--- src/core/ldc_pkg.sv ---
/*
  constants and carrier types for the led driver config register bank.
  assumes a 20 MHz system clock and an upstream serial frame decoder.
*/
package ldc_pkg;

  // register offsets
  localparam logic [7:0] ADDR_TARGET_CH1 = 8'h02;
  localparam logic [7:0] ADDR_TARGET_CH2 = 8'h03;
  localparam logic [7:0] ADDR_RANGE = 8'h05;
  localparam logic [7:0] ADDR_HYST_CH1 = 8'h0B;
  localparam logic [7:0] ADDR_HYST_CH2 = 8'h0C;
  localparam logic [7:0] ADDR_UV_THRESH = 8'h0F;
  localparam logic [7:0] ADDR_SUPPLY_READ = 8'h38;

  // field positions
  localparam int RANGE_CH1_BIT = 0;
  localparam int RANGE_CH2_BIT = 1;
  localparam int HYST_LSB = 0;
  localparam int HYST_MSB = 1;

  // reset values
  localparam logic [7:0] RST_TARGET = 8'h00;
  localparam logic [1:0] RST_RANGE = 2'h0;
  localparam logic [1:0] RST_HYST = 2'h0;
  localparam logic [7:0] RST_UV_THRESH = 8'h00;
  localparam logic [7:0] SUPPLY_NOT_READY = 8'h00;

  // timing
  localparam int CLK_FREQ_HZ = 20_000_000;
  localparam int OC_OFF_TIME_US = 16_000;
  localparam int OC_OFF_CYCLES = OC_OFF_TIME_US * (CLK_FREQ_HZ / 1_000_000);

  typedef struct packed {
    logic wr;
    logic rd;
    logic [7:0] addr;
    logic [7:0] wdata;
  } ldc_reg_req_t;

  typedef struct packed {
    logic range_sel;
    logic [1:0] hysteresis_sel;
    logic [7:0] target_sense_code;
  } ldc_chan_cfg_t;

endpackage : ldc_pkg

--- src/core/ldc_regs.sv ---
/*
  register bank of the two-channel led buck driver: target current,
  range, hysteresis, undervoltage threshold, supply readback and
  overcurrent off timing per channel.
  assumes a frame decoder delivering one-cycle register requests,
  an analog front end strobing supply codes, synchronous inputs.
*/
// Notes on behaviour
// - supply sampled into readable code, zero means none
// - supply code scale 0.3548 V, offset -0.56 V
// - writes to supply reading ignored, no error
// - flag high above threshold, low below
// - writable 8-bit undervoltage threshold, same scale
// - range bit per channel, 300/120 mV
// - range zero: 1.179 mV per step +0.74
// - range one: 0.47882 mV per step -0.6
// - per-channel two-bit hysteresis, upper bits reserved
// - hysteresis independent of range bits
// - new hysteresis and target applied while running
// - overcurrent stops gate, off 16 ms, restart
// - below threshold: all outputs and gate supply off
module ldc_regs #(
  parameter int OC_OFF_CYCLES = ldc_pkg::OC_OFF_CYCLES
) (
  // clock and reset
  input wire logic i_clk,
  input wire logic i_rst_n,
  // register access from frame decoder
  input wire ldc_pkg::ldc_reg_req_t i_req,
  output logic [7:0] o_reg_rdata,
  output logic o_reg_err,
  // analog front end
  input wire logic i_adc_valid,
  input wire logic [7:0] i_supply_voltage_code,
  input wire logic [1:0] i_oc_detect,
  // dimming
  input wire logic i_dimming_input_ch1,
  input wire logic i_dimming_input_ch2,
  input wire logic [1:0] i_dim_enable,
  // converter controls
  output ldc_pkg::ldc_chan_cfg_t [1:0] o_chan_cfg,
  output logic [1:0] o_gate_enable,
  output logic o_gate_supply_enable,
  output logic o_supply_above_threshold_flag
);

  localparam int CW = $clog2(OC_OFF_CYCLES + 1);
  localparam logic [CW-1:0] OC_LOAD = CW'(OC_OFF_CYCLES);

  // an off count below one would never hold the gate off
  if (OC_OFF_CYCLES < 1) begin : g_bad_count
    $error("overcurrent off count must be at least one");
  end

  typedef struct packed {
    logic [1:0][7:0] tgt;
    logic [1:0] rng;
    logic [1:0][1:0] hys;
    logic [7:0] uv_thr;
    logic [7:0] supply_input_pin;
    logic [7:0] rdata;
    logic err;
    logic [1:0][CW-1:0] oc_cnt;
  } ldc_state_t;

  ldc_state_t s_q;
  ldc_state_t s_d;
  logic flag;
  logic [1:0] dim_in;
  logic mapped;

  // equal counts as above so a zero threshold never trips
  assign flag = (s_q.supply_input_pin >= s_q.uv_thr);
  assign dim_in = {i_dimming_input_ch2, i_dimming_input_ch1};

  always_comb begin
    unique case (i_req.addr)
      ldc_pkg::ADDR_TARGET_CH1, ldc_pkg::ADDR_TARGET_CH2, ldc_pkg::ADDR_RANGE,
      ldc_pkg::ADDR_HYST_CH1, ldc_pkg::ADDR_HYST_CH2, ldc_pkg::ADDR_UV_THRESH,
      ldc_pkg::ADDR_SUPPLY_READ: mapped = 1'b1;
      default: mapped = 1'b0;
    endcase
  end

  always_comb begin
    s_d = s_q;
    s_d.err = 1'b0;
    if (i_adc_valid) begin
      s_d.supply_input_pin = i_supply_voltage_code;
    end
    if (i_req.wr) begin
      s_d.err = !mapped;
      unique case (i_req.addr)
        ldc_pkg::ADDR_TARGET_CH1: s_d.tgt[0] = i_req.wdata;
        ldc_pkg::ADDR_TARGET_CH2: s_d.tgt[1] = i_req.wdata;
        ldc_pkg::ADDR_RANGE: begin
          s_d.rng[0] = i_req.wdata[ldc_pkg::RANGE_CH1_BIT];
          s_d.rng[1] = i_req.wdata[ldc_pkg::RANGE_CH2_BIT];
        end
        ldc_pkg::ADDR_HYST_CH1: begin
          s_d.hys[0] = i_req.wdata[ldc_pkg::HYST_MSB:ldc_pkg::HYST_LSB];
        end
        ldc_pkg::ADDR_HYST_CH2: begin
          s_d.hys[1] = i_req.wdata[ldc_pkg::HYST_MSB:ldc_pkg::HYST_LSB];
        end
        ldc_pkg::ADDR_UV_THRESH: s_d.uv_thr = i_req.wdata;
        default: ; // supply reading is read-only, dropped silently
      endcase
    end else if (i_req.rd) begin
      s_d.err = !mapped;
      unique case (i_req.addr)
        ldc_pkg::ADDR_TARGET_CH1: s_d.rdata = s_q.tgt[0];
        ldc_pkg::ADDR_TARGET_CH2: s_d.rdata = s_q.tgt[1];
        // reserved bits read as zero
        ldc_pkg::ADDR_RANGE: s_d.rdata = {6'h00, s_q.rng};
        ldc_pkg::ADDR_HYST_CH1: s_d.rdata = {6'h00, s_q.hys[0]};
        ldc_pkg::ADDR_HYST_CH2: s_d.rdata = {6'h00, s_q.hys[1]};
        ldc_pkg::ADDR_UV_THRESH: s_d.rdata = s_q.uv_thr;
        ldc_pkg::ADDR_SUPPLY_READ: s_d.rdata = s_q.supply_input_pin;
        default: s_d.rdata = 8'h00;
      endcase
    end
    for (int c = 0; c < 2; c++) begin
      // retrigger during the off time is ignored; only expiry restarts
      if (s_q.oc_cnt[c] != '0) begin
        s_d.oc_cnt[c] = s_q.oc_cnt[c] - CW'(1);
      end else if (i_oc_detect[c]) begin
        s_d.oc_cnt[c] = OC_LOAD;
      end
    end
  end

  always_ff @(posedge i_clk or negedge i_rst_n) begin
    if (!i_rst_n) begin
      s_q.tgt <= {2{ldc_pkg::RST_TARGET}};
      s_q.rng <= ldc_pkg::RST_RANGE;
      s_q.hys <= {2{ldc_pkg::RST_HYST}};
      s_q.uv_thr <= ldc_pkg::RST_UV_THRESH;
      s_q.supply_input_pin <= ldc_pkg::SUPPLY_NOT_READY;
      s_q.rdata <= 8'h00;
      s_q.err <= 1'b0;
      s_q.oc_cnt <= '0;
    end else begin
      s_q <= s_d;
    end
  end

  assign o_reg_rdata = s_q.rdata;
  assign o_reg_err = s_q.err;
  assign o_supply_above_threshold_flag = flag;
  assign o_gate_supply_enable = flag;

  for (genvar c = 0; c < 2; c++) begin : g_chan
    // range and hysteresis kept in separate fields
    assign o_chan_cfg[c].range_sel = s_q.rng[c];
    assign o_chan_cfg[c].hysteresis_sel = s_q.hys[c];
    assign o_chan_cfg[c].target_sense_code = s_q.tgt[c];
    // overcurrent kills the gate in the detect cycle itself
    assign o_gate_enable[c] = dim_in[c] && i_dim_enable[c] && flag
                              && !i_oc_detect[c] && (s_q.oc_cnt[c] == '0);
  end

  // per-channel gate and off-count checks
  for (genvar c = 0; c < 2; c++) begin : g_oc_chk

  end
endmodule : ldc_regs

--- config.mk ---
export PLATFORM = sky130hd
export DESIGN_NAME = ldc_regs
export DESIGN_NICKNAME = d
export VERILOG_FILES = /design/src/core/ldc_pkg.sv /design/src/core/ldc_regs.sv
export SDC_FILE = /design/constraint.sdc
export NUM_CORES = 1
export LEC_CHECK = 0
export ABC_AREA = 1
export BUFFER_PORTS_ARGS = -buffer_cell sky130_fd_sc_hd__clkbuf_2
export CORE_MARGIN = 2
export CORE_UTILIZATION = 25
export DETAILED_ROUTE_END_ITERATION = 12
export GPL_TIMING_DRIVEN = 0
export PLACE_DENSITY = 0.42
export SETUP_SLACK_MARGIN = 0.3
export SYNTH_ARGS = -nofsm -noshare
export SYNTH_HDL_FRONTEND = slang
export SYNTH_SLANG_ARGS = --single-unit
--- constraint.sdc ---
create_clock -name i_clk -period 2.2 [get_ports i_clk]
set_input_delay 0.66 -clock i_clk [delete_from_list [all_inputs] [get_ports i_clk]]
set_output_delay 0.66 -clock i_clk [all_outputs]
set_load 0.05 [all_outputs]
== Word level (Yosys, flattened, before mapping) ==
Index checks and enable logic that the tools add are counted.

* Shifts and indexed selects: 0
* Reductions and logical operators: 25
* Add/subtract/negate cells: 2
* $lt $le $gt $ge: 1
* Bitwise logic cells: 1
* Multipliers: 0
* Divide/modulo/power cells: 0
* Equal/unequal tests: 7
* Mux-type cells: 8

{| class="wikitable"
|+ Operators with widths
! kind !! count
|-
| 19-bit 2-to-1 mux || 4
|-
| 8-bit case mux with 7 select lines || 1
|-
| 19-bit logical NOT || 2
|-
| 19-bit nonzero test || 2
|-
| 19-bit by 1-bit subtractor with 19-bit output (second input constant) || 2
|-
| 8-bit by 4-bit == test with 1-bit output (second input constant) || 3
|-
| 8-bit by 2-bit == test with 1-bit output (second input constant) || 2
|-
| 2-bit AND reduction || 7
|-
| 8-bit by 3-bit == test with 1-bit output (second input constant) || 1
|-
| 8-bit by 6-bit == test with 1-bit output (second input constant) || 1
|-
| 8-bit >= comparator || 1
|-
| 1-bit logical AND || 8
|-
| 7-bit OR reduction || 1
|-
| 2-bit nonzero test || 2
|-
| 1-bit logical NOT || 3
|-
| 1-bit 2-to-1 mux || 3
|-
| 1-bit NOT || 1
|}

* Memory bits (writable): 0
* Latch bits: 0
* Output and inout port bits: 35
* Memories: 0
* Bits of input ports: 35
* Word-level logic and storage cells: 55
* Bits in read-only memories: 0
* Register bits after elaboration: 85

== Depth between registers and ports, before layout ==
Gate-level depths: netlist of run 1.

* Word-level depth: 6
* Gate-level depth with buffers: 11

== Least setup slack after synthesis of run 1 ==
Ideal clock, no wire load.

* Path kind: register to output
* Start: register s_q[0] in the netlist's numbering
* End: output port o_gate_enable[0]
* Cell stages (with the launch flop): 9
* Data arrival time: 1766 ps
* Slack: -226 ps
* Cell sequence: dfrtp_1 > clkinv_1 > ha_1 > inv_1 > nor3_1 > nand4_1 > nor2_1 > nand2_1 > nor2_1

* Longest elaborated chain between the ends: 2

{| class="wikitable"
|+ RTL lines
! what !! RTL line !! RTL
|-
| start: declaration || ldc_regs.sv:66 || <nowiki>ldc_state_t s_q;</nowiki>
|-
| 19-bit logical NOT || ldc_regs.sv:160 || <nowiki>&& !i_oc_detect[c] && (s_q.oc_cnt[c] == '0);</nowiki>
|-
| 1-bit logical AND || ldc_regs.sv:160 ||
|-
| end: declaration || ldc_regs.sv:42 || <nowiki>output logic [1:0] o_gate_enable,</nowiki>
|}

No other way between the ends.

== Worst setup path after layout of run 1 ==
* Start: register s_q[53] in the netlist's numbering
* End: output port o_gate_enable[0]

* Longest elaborated chain between the ends: 4

{| class="wikitable"
|+ RTL lines
! what !! RTL line !! RTL
|-
| 8-bit >= comparator || ldc_regs.sv:73 || <nowiki>assign flag = (s_q.supply_input_pin >= s_q.uv_thr);</nowiki>
|-
| 1-bit logical AND || ldc_regs.sv:159 || <nowiki>assign o_gate_enable[c] = dim_in[c] && i_dim_enable[c] && flag</nowiki>
|-
| 1-bit logical AND (2 in a row) || ldc_regs.sv:160 ||
|}

No other way between the ends.

==> flow_metrics.tcl, run 1 <==
set metrics [dict create \
    status "complete, but fails checks" \
    violations "setup timing" \
    synthAdderAreaFrac_pct 2.91 \
    cap_violations 0 \
    firstDrtPassIters 4 \
    yosysUniqueCellTypes 39 \
    cts_buffers 9 \
    synth_top_area_share_pct 41.3 \
    yosys.area_share.simple_pct 32.3 \
    critPathMaxFanout 3 \
    grt_use_total_pct 12.5 \
    grt_start_max_net_pins 52 \
    max_slew.worst_pin.slew_ps 519 \
    finClkSkew_ps 8.34 \
    min_period_ps 2670 \
    ys_seq_area_share_pct 41.3 \
    slew_headroom_pct 65.4 \
    avgSynthCellArea_um2 7.92 \
    num_antenna_cells 0 \
    grt_pass1_vias 4348 \
    cp_common_cell "nor2_4" \
    die_y_um 148 \
    final_cells 1018 \
    vdd_drop_max_mv 0.344 \
    clock_path_buffers 2 \
    setup_viol 4 \
    netlist_area_mm2 0.00515 \
    via_per_inst 4.17 \
    fp.dieW_um 148 \
    dpl_cell_area_mm2 0.00596 \
    period_share_pct 122 \
    cts.sinks 85 \
    hpwlAfterDp_mm 9.95 \
    fin_area_mm2 0.00645 \
    globalRoute.totalOverflow 0 \
    hold_viol 0 \
    final_cell_mix "167 x nand2_1, 85 x dfrtp_1, 76 x nor2_1" \
    synth-seq-cells 85 \
    dieArea_mm2 0.0218 \
    p_sw_share_pct 27.8 \
    holdWs_ps 310 \
    initial_utilization_pct 25.5 \
    wirelength_mm 12.9 \
    synth_xor_area_share_pct 3.06 \
    row_count 52 \
    slowest_delay_ps 390 \
    syn-num-nets 698 \
    hold_buffers 0 \
    core_mm2 0.0202 \
    ant_nets 0 \
    port_buffers 68 \
    syn_to_final_growth_pct 25.2 \
    synth_compound_area_share_pct 8.01 \
    slew_violations 0 \
    cts_root_buf "clkbuf_16" \
    cp.required_ps 1540 \
    synth_warnings 0 \
    drive_above_1_share_pct 30.1 \
    critPathCaptureType "primary output" \
    power_frac_clock_pct 42.4 \
    dp_cells 990 \
    cts_tree "built" \
    io-pin-count 70 \
    p_leak_nw 3.08 \
    p_comb_share_pct 13.4 \
    worst_slack_ps -474 \
    drcViolationCount 0 \
    fill_cells 2147 \
    synth.area.mux_share_pct 0.218 \
    dp_slack_ps -301 \
    p_int_w 0.00268 \
    yosys-top-cells-area "dfrtp_1 41%, nand2_1 12%, nor2_1 5.9%" \
    fin_nets 790 \
    p_switching_w 0.00103 \
    cellPowerDensity_mw_per_mm2 575 \
    clk_pin_slew_ps 70 \
    vias 4250 \
    place.gp.congestion 0.776 \
    cpMaxStageDelayCell "dfrtp_1" \
    wire_per_inst_um 12.6 \
    htree_levels 3 \
    dr.first_iter.drc_count 220 \
    grt_pass1_wl_mm 21.8 \
    min_path_type "input port to async pin" \
    finalSetupTns_ps -1690 \
    crit_chain "ha_1, nand2_2, nor2_1, nor3_1, nand2_1, nor2_4, buf_6, nor2_4, clkbuf_8" \
    critical_path_class "register to primary output" \
    arrival_ps 2010 \
    yosys.area.top_type "dfrtp_1" \
    p_seq_share_pct 44.2 \
    clock_latency_ps 350 \
    antenna_found_initial 0 \
    synthCells 651 \
    synth_top_family_by_area "simple AND/OR/NAND/NOR gates" \
    fmax_mhz 374 \
    cp-start-kind "register" \
    final_common_cell "nand2_1" \
    rsz0062_at_grt "yes" \
]
==> flip-flops by register name, summed over array words and instances, names as in the netlist <==
signal	count
o_reg_err	1
o_chan_cfg	22
s_q	54
o_reg_rdata	8
==> through the flow <==
step                      util [%]  power (W)
after floorplan                  -    0.00197
after global placement        29.3    0.00211
after detailed placement      29.5    0.00212
after CTS                     31.6    0.00377
after global routing          31.9    0.00388
final                         31.9    0.00371
==> area by class of cell <==
cell class | count | area (um2) | share of cell area, %
sequential | 85 | 2130 | 33.0
inverter | 76 | 305 | 4.73
buffer | 41 | 347 | 5.37
timing repair buffer | 81 | 523 | 8.10
clock inverter | 7 | 75.1 | 1.16
tap | 270 | 338 | 5.23
multi-input combinational | 449 | 2510 | 39.0
clock buffer | 9 | 225 | 3.49
==> timing repair <==
item	4_1_cts	5_1_grt
setup endpoints to repair	4	4
cloned	0	0
pin swaps	4	1
buffers inserted	8	4
gates resized for setup	14	7
endpoints found under the hold margin	0	0
==> critical path: cells and delay by family (launching register included) <==
kind / cells / cell delay, ps
buf+inv: 2 / 320
fa+ha+maj: 1 / 310
simple gates: 6 / 640
flops: 1 / 390
==> power by group through the flow <==
stage                     clock, W  combinational [W]  sequential (W)
final                      0.00157           0.000497         0.00164
after CTS                  0.00163           0.000503         0.00164
after detailed placement         0           0.000455         0.00167
after global routing       0.00169           0.000545         0.00164
after floorplan                  0           0.000307         0.00166
after global placement           0           0.000443         0.00167
==> final timing paths <==
check | slack, ps | cells after the start | start | to
max | -470 | 9 | s_q[53] | o_gate_enable[0]
min | 310 | 1 | i_rst_n | s_q[37]
max reg2reg | 530 | 8 | s_q[19] | s_q[37]
min reg2reg | 490 | 2 | o_reg_rdata[1] | o_reg_rdata[1]
max in group asynchronous | 1250 | 2 | i_rst_n | s_q[62]
min in group i_clk | 490 | 2 | o_reg_rdata[1] | o_reg_rdata[1]
==> per-layer routing <==
layer | GRT usage (%) | wire length (um) | up-vias
li1 | - | - | 2216
met1 | 16.2 | 6120 | 1949
met2 | 20.9 | 6070 | 70
met3 | 2.10 | 432 | 15
met4 | 4.57 | 229 | 0
met5 | 0 | 0 | -
==> cell usage after synthesis, drive strengths merged <==
library cell	n
a21oi	5
buf	40
clkbuf	1
clkinv	4
dfrtp	85
ha	12
inv	72
mux2	1
nand2	179
nand3	55
nand3b	9
nand4	4
nor2	94
nor3	11
nor3b	1
nor4	1
o21ai	55
o22ai	2
or2	2
xnor2	11
xor2	7
==> cells by family (layout without fill, tap and decap cells) <==
logic type | after synthesis | count (layout)
AO/OA/AOI/OAI | 62 | 62
buffers and inverters | 117 | 214
adder cells (fa/ha/maj) | 12 | 12
multiplexers | 1 | 1
XOR/XNOR | 18 | 18
AND/OR/NAND/NOR | 356 | 356
flip-flops | 85 | 85
(Power assumes the default switching activity.)
==> inputs of run 2 (changes only) <==
- CORE_UTILIZATION: 25 -> 40
- PLACE_DENSITY: 0.42 -> 0.6
- SETUP_SLACK_MARGIN: 0.3 -> 0.15
==> run 2 against run 1 <==
  * The run still ends with setup timing left
  * Via count up 0.89%
  * Clock power down 8%
  * Maximum frequency up 2.0%
  * Sequential power about the same
  * Worst setup slack better by 53 ps
  * Clock skew down 3.3 ps
  * Cell count down 9.8%
  * Die area down 37%
  * Global-route usage up 5.8 points
  * Utilization up 18 points
==> flow_metrics.tcl, run 2 (synthesis results as in run 1) <==
set metrics [dict create \
    worst-path-buf-inv 4 \
    final_util_pct 50.1 \
    slowest_delay_ps 380 \
    max_slew.worst_pin.slew_ps 587 \
    fin_nets 789 \
    initial_utilization_pct 40.8 \
    p_leak_nw 3.07 \
    grt_use_total_pct 18.2 \
    crit_family "buffers and inverters" \
    violations "setup timing" \
    rsz0062_at_grt "yes" \
    hpwlAfterDp_mm 8.95 \
    dieArea_mm2 0.0138 \
    fmax_mhz 382 \
    antenna_found_initial 0 \
    cp.required_ps 1540 \
    dp_slack_ps -274 \
    die_y_um 118 \
    max_flop_register "s_q" \
    final_cell_mix "167 x nand2_1, 85 x dfrtp_1, 77 x nor2_1" \
    htree_levels 3 \
    syn_to_final_growth_pct 22.6 \
    place.gp.congestion 0.865 \
    critPathCaptureType "primary output" \
    finClkSkew_ps 5.09 \
    hold_viol 0 \
    wire_per_inst_um 12.9 \
    dr.first_iter.drc_count 321 \
    multi_input_area_mm2 0.00254 \
    period_share_pct 119 \
    cts.sinks 85 \
    grt_pass1_wl_mm 20.3 \
    via_per_inst 4.67 \
    vdd_drop_max_mv 0.353 \
    rr_worst_depth 7 \
    dpl_cell_area_mm2 0.00584 \
    row_count 41 \
    core_mm2 0.0126 \
    num_antenna_cells 0 \
    drcViolationCount 0 \
    slew_headroom_pct 60.9 \
    fill_cells 1251 \
    globalRoute.totalOverflow 0 \
    firstDrtPassIters 7 \
    drive_above_1_share_pct 30.0 \
    crit_chain "inv_2, ha_4, nand2_2, buf_4, nor4_4, nor2_4, buf_4, nor2_4, buf_8" \
    cellPowerDensity_mw_per_mm2 571 \
    clock_latency_ps 340 \
    min_path_type "input port to async pin" \
    clk_pin_slew_ps 60 \
    worst_slack_ps -420 \
    cts_buffers 9 \
    wirelength_mm 11.8 \
    grt_pass1_vias 4192 \
    io-pin-count 70 \
    slew_violations 0 \
    critical_path_class "register to primary output" \
    status "complete, but fails checks" \
    setup_viol 4 \
    cap_violations 0 \
    cp.depth 9 \
    final_common_cell "nand2_1" \
    fin_area_mm2 0.00632 \
    cp-start-kind "register" \
    cpMaxStageDelayCell "dfrtp_1" \
    ant_nets 0 \
    min_period_ps 2620 \
    clock_path_buffers 2 \
    cts_root_buf "clkbuf_16" \
    port_buffers 68 \
    seq_area_mm2 0.00213 \
    cts_tree "built" \
    grt_start_max_net_pins 46 \
    hold_buffers 0 \
    vias 4288 \
    fp.dieW_um 118 \
    arrival_ps 1960 \
    largest_reg_flops 54 \
    critPathMaxFanout 3 \
]
[run 2: metal layers]
metal  part of all wire (%)  global-route usage, %
met1                     50                   26.0
met2                     46                   28.3
met3                    3.4                   3.39
met4                   0.85                   5.57
met5                      0                      0
[run 2: where the power goes]
part / switching (W) / internal, W / total, W
sequential: 0.0000383 / 0.00160 / 0.00164
clock: 0.000600 / 0.000851 / 0.00145
combinational: 0.000311 / 0.000204 / 0.000515
total: 0.000950 / 0.00266 / 0.00361
[run 2: worst register-to-register path, cell delays in order, from the launching register on]
cell and delay (ps):
dfrtp_1 390, clkinv_2 120, ha_1 250, nand2_1 140, nor3b_1 310, nand3_1 110, nand3_1 90, nand2_1 50
[run 2: repair_timing]
action	CTS	global route
gates resized for setup	21	5
endpoints found under the hold margin	0	0
setup buffers	11	0
gates cloned	0	0
pin swaps	6	0
setup endpoints to repair	4	4
[run 2: stage by stage]
step | hold slack (ps) | std cells | TNS, ps | total power, W
floorplan | 364 | 651 | 0 | 0.00197
CTS | 366 | 918 | -1500 | 0.00364
global route | 388 | 918 | -1900 | 0.00378
global placement | 464 | 891 | -41270 | 0.00210
finish | 343 | 918 | -1440 | 0.00361
detailed placement | 468 | 892 | -786 | 0.00212
[run 2: final cells by class]
type	instances	share of cell area [%]
Timing Repair Buffer	80	8.02
Tap cell	172	3.41
Clock inverter	1	0.0792
Clock buffer	14	4.34
Sequential cell	85	33.7
Inverter	76	4.77
Buffer	41	5.49
Multi-Input combinational cell	449	40.2
[run 2: final timing paths]
check                                    start                to  slack, ps
worst max-delay path                   s_q[62]  o_gate_enable[1]       -420
worst min-delay path                   i_rst_n    o_reg_rdata[1]        340
worst max register to register         s_q[19]           s_q[37]        640
worst min register to register  o_reg_rdata[3]    o_reg_rdata[3]        480
max in group asynchronous              i_rst_n    o_chan_cfg[16]       1230
min in group i_clk              o_reg_rdata[3]    o_reg_rdata[3]        480
==> inputs of run 3 (changes only) <==
- CTS_CLUSTER_DIAMETER: unset -> 50
- PLACE_DENSITY: 0.6 -> unset
- PLACE_DENSITY_LB_ADDON: unset -> 0.1
==> run 3 against run 2 <==
  * The run still ends with setup timing left
  * Maximum frequency fell by 0.49%
  * Non-clock buffer count did not move
  * Die area is the same
  * Sequential share of layout area about the same
  * Worst hold slack worse by 57 ps
  * Worst setup slack worse by 13 ps
  * Largest power group unchanged
  * Highest routed layer unchanged
==> flow_metrics.tcl, run 3 (synthesis results as in run 1) <==
set metrics [dict create \
    syn_to_final_growth_pct 22.5 \
    row_count 41 \
    busiest_layer "met1" \
    p_int_w 0.00278 \
    clock_latency_ps 340 \
    cpMaxStageDelayCell "dfrtp_1" \
    crit_chain "ha_4, a21oi_2, nor2_1, nor3_2, nand2_1, nor2_4, buf_6, nor2_4, buf_8" \
    wirelength_mm 12.0 \
    cp-startpoint "s_q[52]" \
    final_common_cell "nand2_1" \
    clock_path_buffers 2 \
    power_frac_clock_pct 42.2 \
    cp_common_cell "nor2_4" \
    max_slew.worst_pin.slew_ps 462 \
    core_mm2 0.0126 \
    use_met1_pct 27.3 \
    antenna_found_initial 0 \
    die_y_um 118 \
    finClkSkew_ps 6.46 \
    max_flop_register "s_q" \
    num_antenna_cells 0 \
    slew_violations 0 \
    critPathCaptureType "primary output" \
    fmax_mhz 380 \
    min_period_ps 2630 \
    initial_utilization_pct 40.8 \
    grt_start_max_net_pins 58 \
    status "complete, but fails checks" \
    drive_above_1_share_pct 29.4 \
    slowest_delay_ps 410 \
    clk_pin_slew_ps 60 \
    hold_viol 0 \
    p_seq_share_pct 44.2 \
    grt_pass1_wl_mm 20.1 \
    vdd_drop_max_mv 0.344 \
    cts_root_buf "clkbuf_16" \
    fill_cells 1290 \
    rsz0062_at_grt "yes" \
    hold_buffers 0 \
    grt_use_met2_pct 26.2 \
    violations "setup timing" \
    cellPowerDensity_mw_per_mm2 588 \
    hpwlAfterDp_mm 8.90 \
    worst_slack_ps -433 \
    final_cell_mix "168 x nand2_1, 85 x dfrtp_1, 78 x nor2_1" \
    vias 4263 \
    place.gp.congestion 0.868 \
    p_leak_nw 3.07 \
    slew_headroom_pct 69.2 \
    wire_per_inst_um 13.1 \
    cts_tree "built" \
    critPathMaxFanout 3 \
    p_switching_w 0.000931 \
    finalSetupTns_ps -1610 \
    dieArea_mm2 0.0138 \
    min_path_type "input port to async pin" \
    htree_levels 3 \
    arrival_ps 1970 \
    p_sw_share_pct 25.1 \
    use_met3_pct 3.49 \
    cp.required_ps 1540 \
    dr.first_iter.drc_count 162 \
    final_util_pct 50.0 \
    via_per_inst 4.65 \
    critical_path_class "register to primary output" \
    grt_use_total_pct 18.3 \
    firstDrtPassIters 4 \
    ant_nets 0 \
    grt_pass1_vias 4077 \
    fin_nets 789 \
    worstReg2RegStart "s_q[19]" \
    io-pin-count 70 \
    cts_buffers 9 \
    cp-start-kind "register" \
    p_comb_share_pct 13.5 \
    period_share_pct 120 \
    globalRoute.totalOverflow 0 \
    drcViolationCount 0 \
    port_buffers 68 \
    fp.dieW_um 118 \
    largest_reg_flops 54 \
    cap_violations 0 \
    cts.sinks 85 \
    setup_viol 4 \
]
[run 3: power groups by stage]
stage	registers [W]	clock network [W]	logic [W]
final	0.00164	0.00157	0.000503
after CTS	0.00164	0.00162	0.000487
after global placement	0.00167	0	0.000435
after detailed placement	0.00167	0	0.000450
after floorplan	0.00166	0	0.000307
after global routing	0.00165	0.00168	0.000547
[run 3: per-stage QoR]
stage                     hold WS, ps  total power [W]  worst slack, ps  instances  cell area, um2
final                             286          0.00371             -433        917            6310
after global routing              307          0.00388             -552        917            6310
after CTS                         291          0.00374             -477        912            6240
after detailed placement          468          0.00212             -282        892            5840
after global placement            465          0.00210             -565        891            5810
after floorplan                   364          0.00197             19.1        651            5260
[run 3: worst paths after layout]
check	endpoint	slack (ps)	cells after the start
min in group i_clk	o_reg_rdata[2]	480	2
max in group asynchronous	s_q[35]	1270	2
worst min-delay path	o_reg_rdata[0]	290	1
worst max-delay path	o_gate_enable[0]	-430	9
worst min register to register	o_reg_rdata[2]	480	2
worst max register to register	s_q[37]	590	7
[run 3: final cells by class]
cell class / count / area [um2] / area share [%]
clock inverters: 2 / 60.1 / 0.951
plain buffers: 41 / 347 / 5.49
inverters: 76 / 304 / 4.81
well taps: 172 / 215 / 3.41
clock buffers: 12 / 236 / 3.74
multi-input cells: 449 / 2520 / 40.0
repair buffers: 80 / 500 / 7.93
flip-flops and latches: 85 / 2130 / 33.7
[run 3: routing by layer]
metal	share of wire, %	wire length (um)	vias up
li1	-	-	2216
met1	51	6120	1970
met2	43	5200	68
met3	4.3	518	9
met4	1.2	149	0
met5	0	0	-
[run 3: repair_timing]
| item | in CTS | in global routing |
|---|---|---|
| pin swaps | 4 | 4 |
| setup buffers | 6 | 5 |
| setup endpoints to repair | 4 | 4 |
| gates resized for setup | 12 | 13 |
[run 3: critical path: cells and delay by family, from the launching register on]
kind | cells | cell delay, ps
and+or+nand+nor | 5 | 560
DFF | 1 | 410
buffers and inverters | 2 | 280
adders and majority gates | 1 | 260
AOI/OAI and AO/OA | 1 | 110
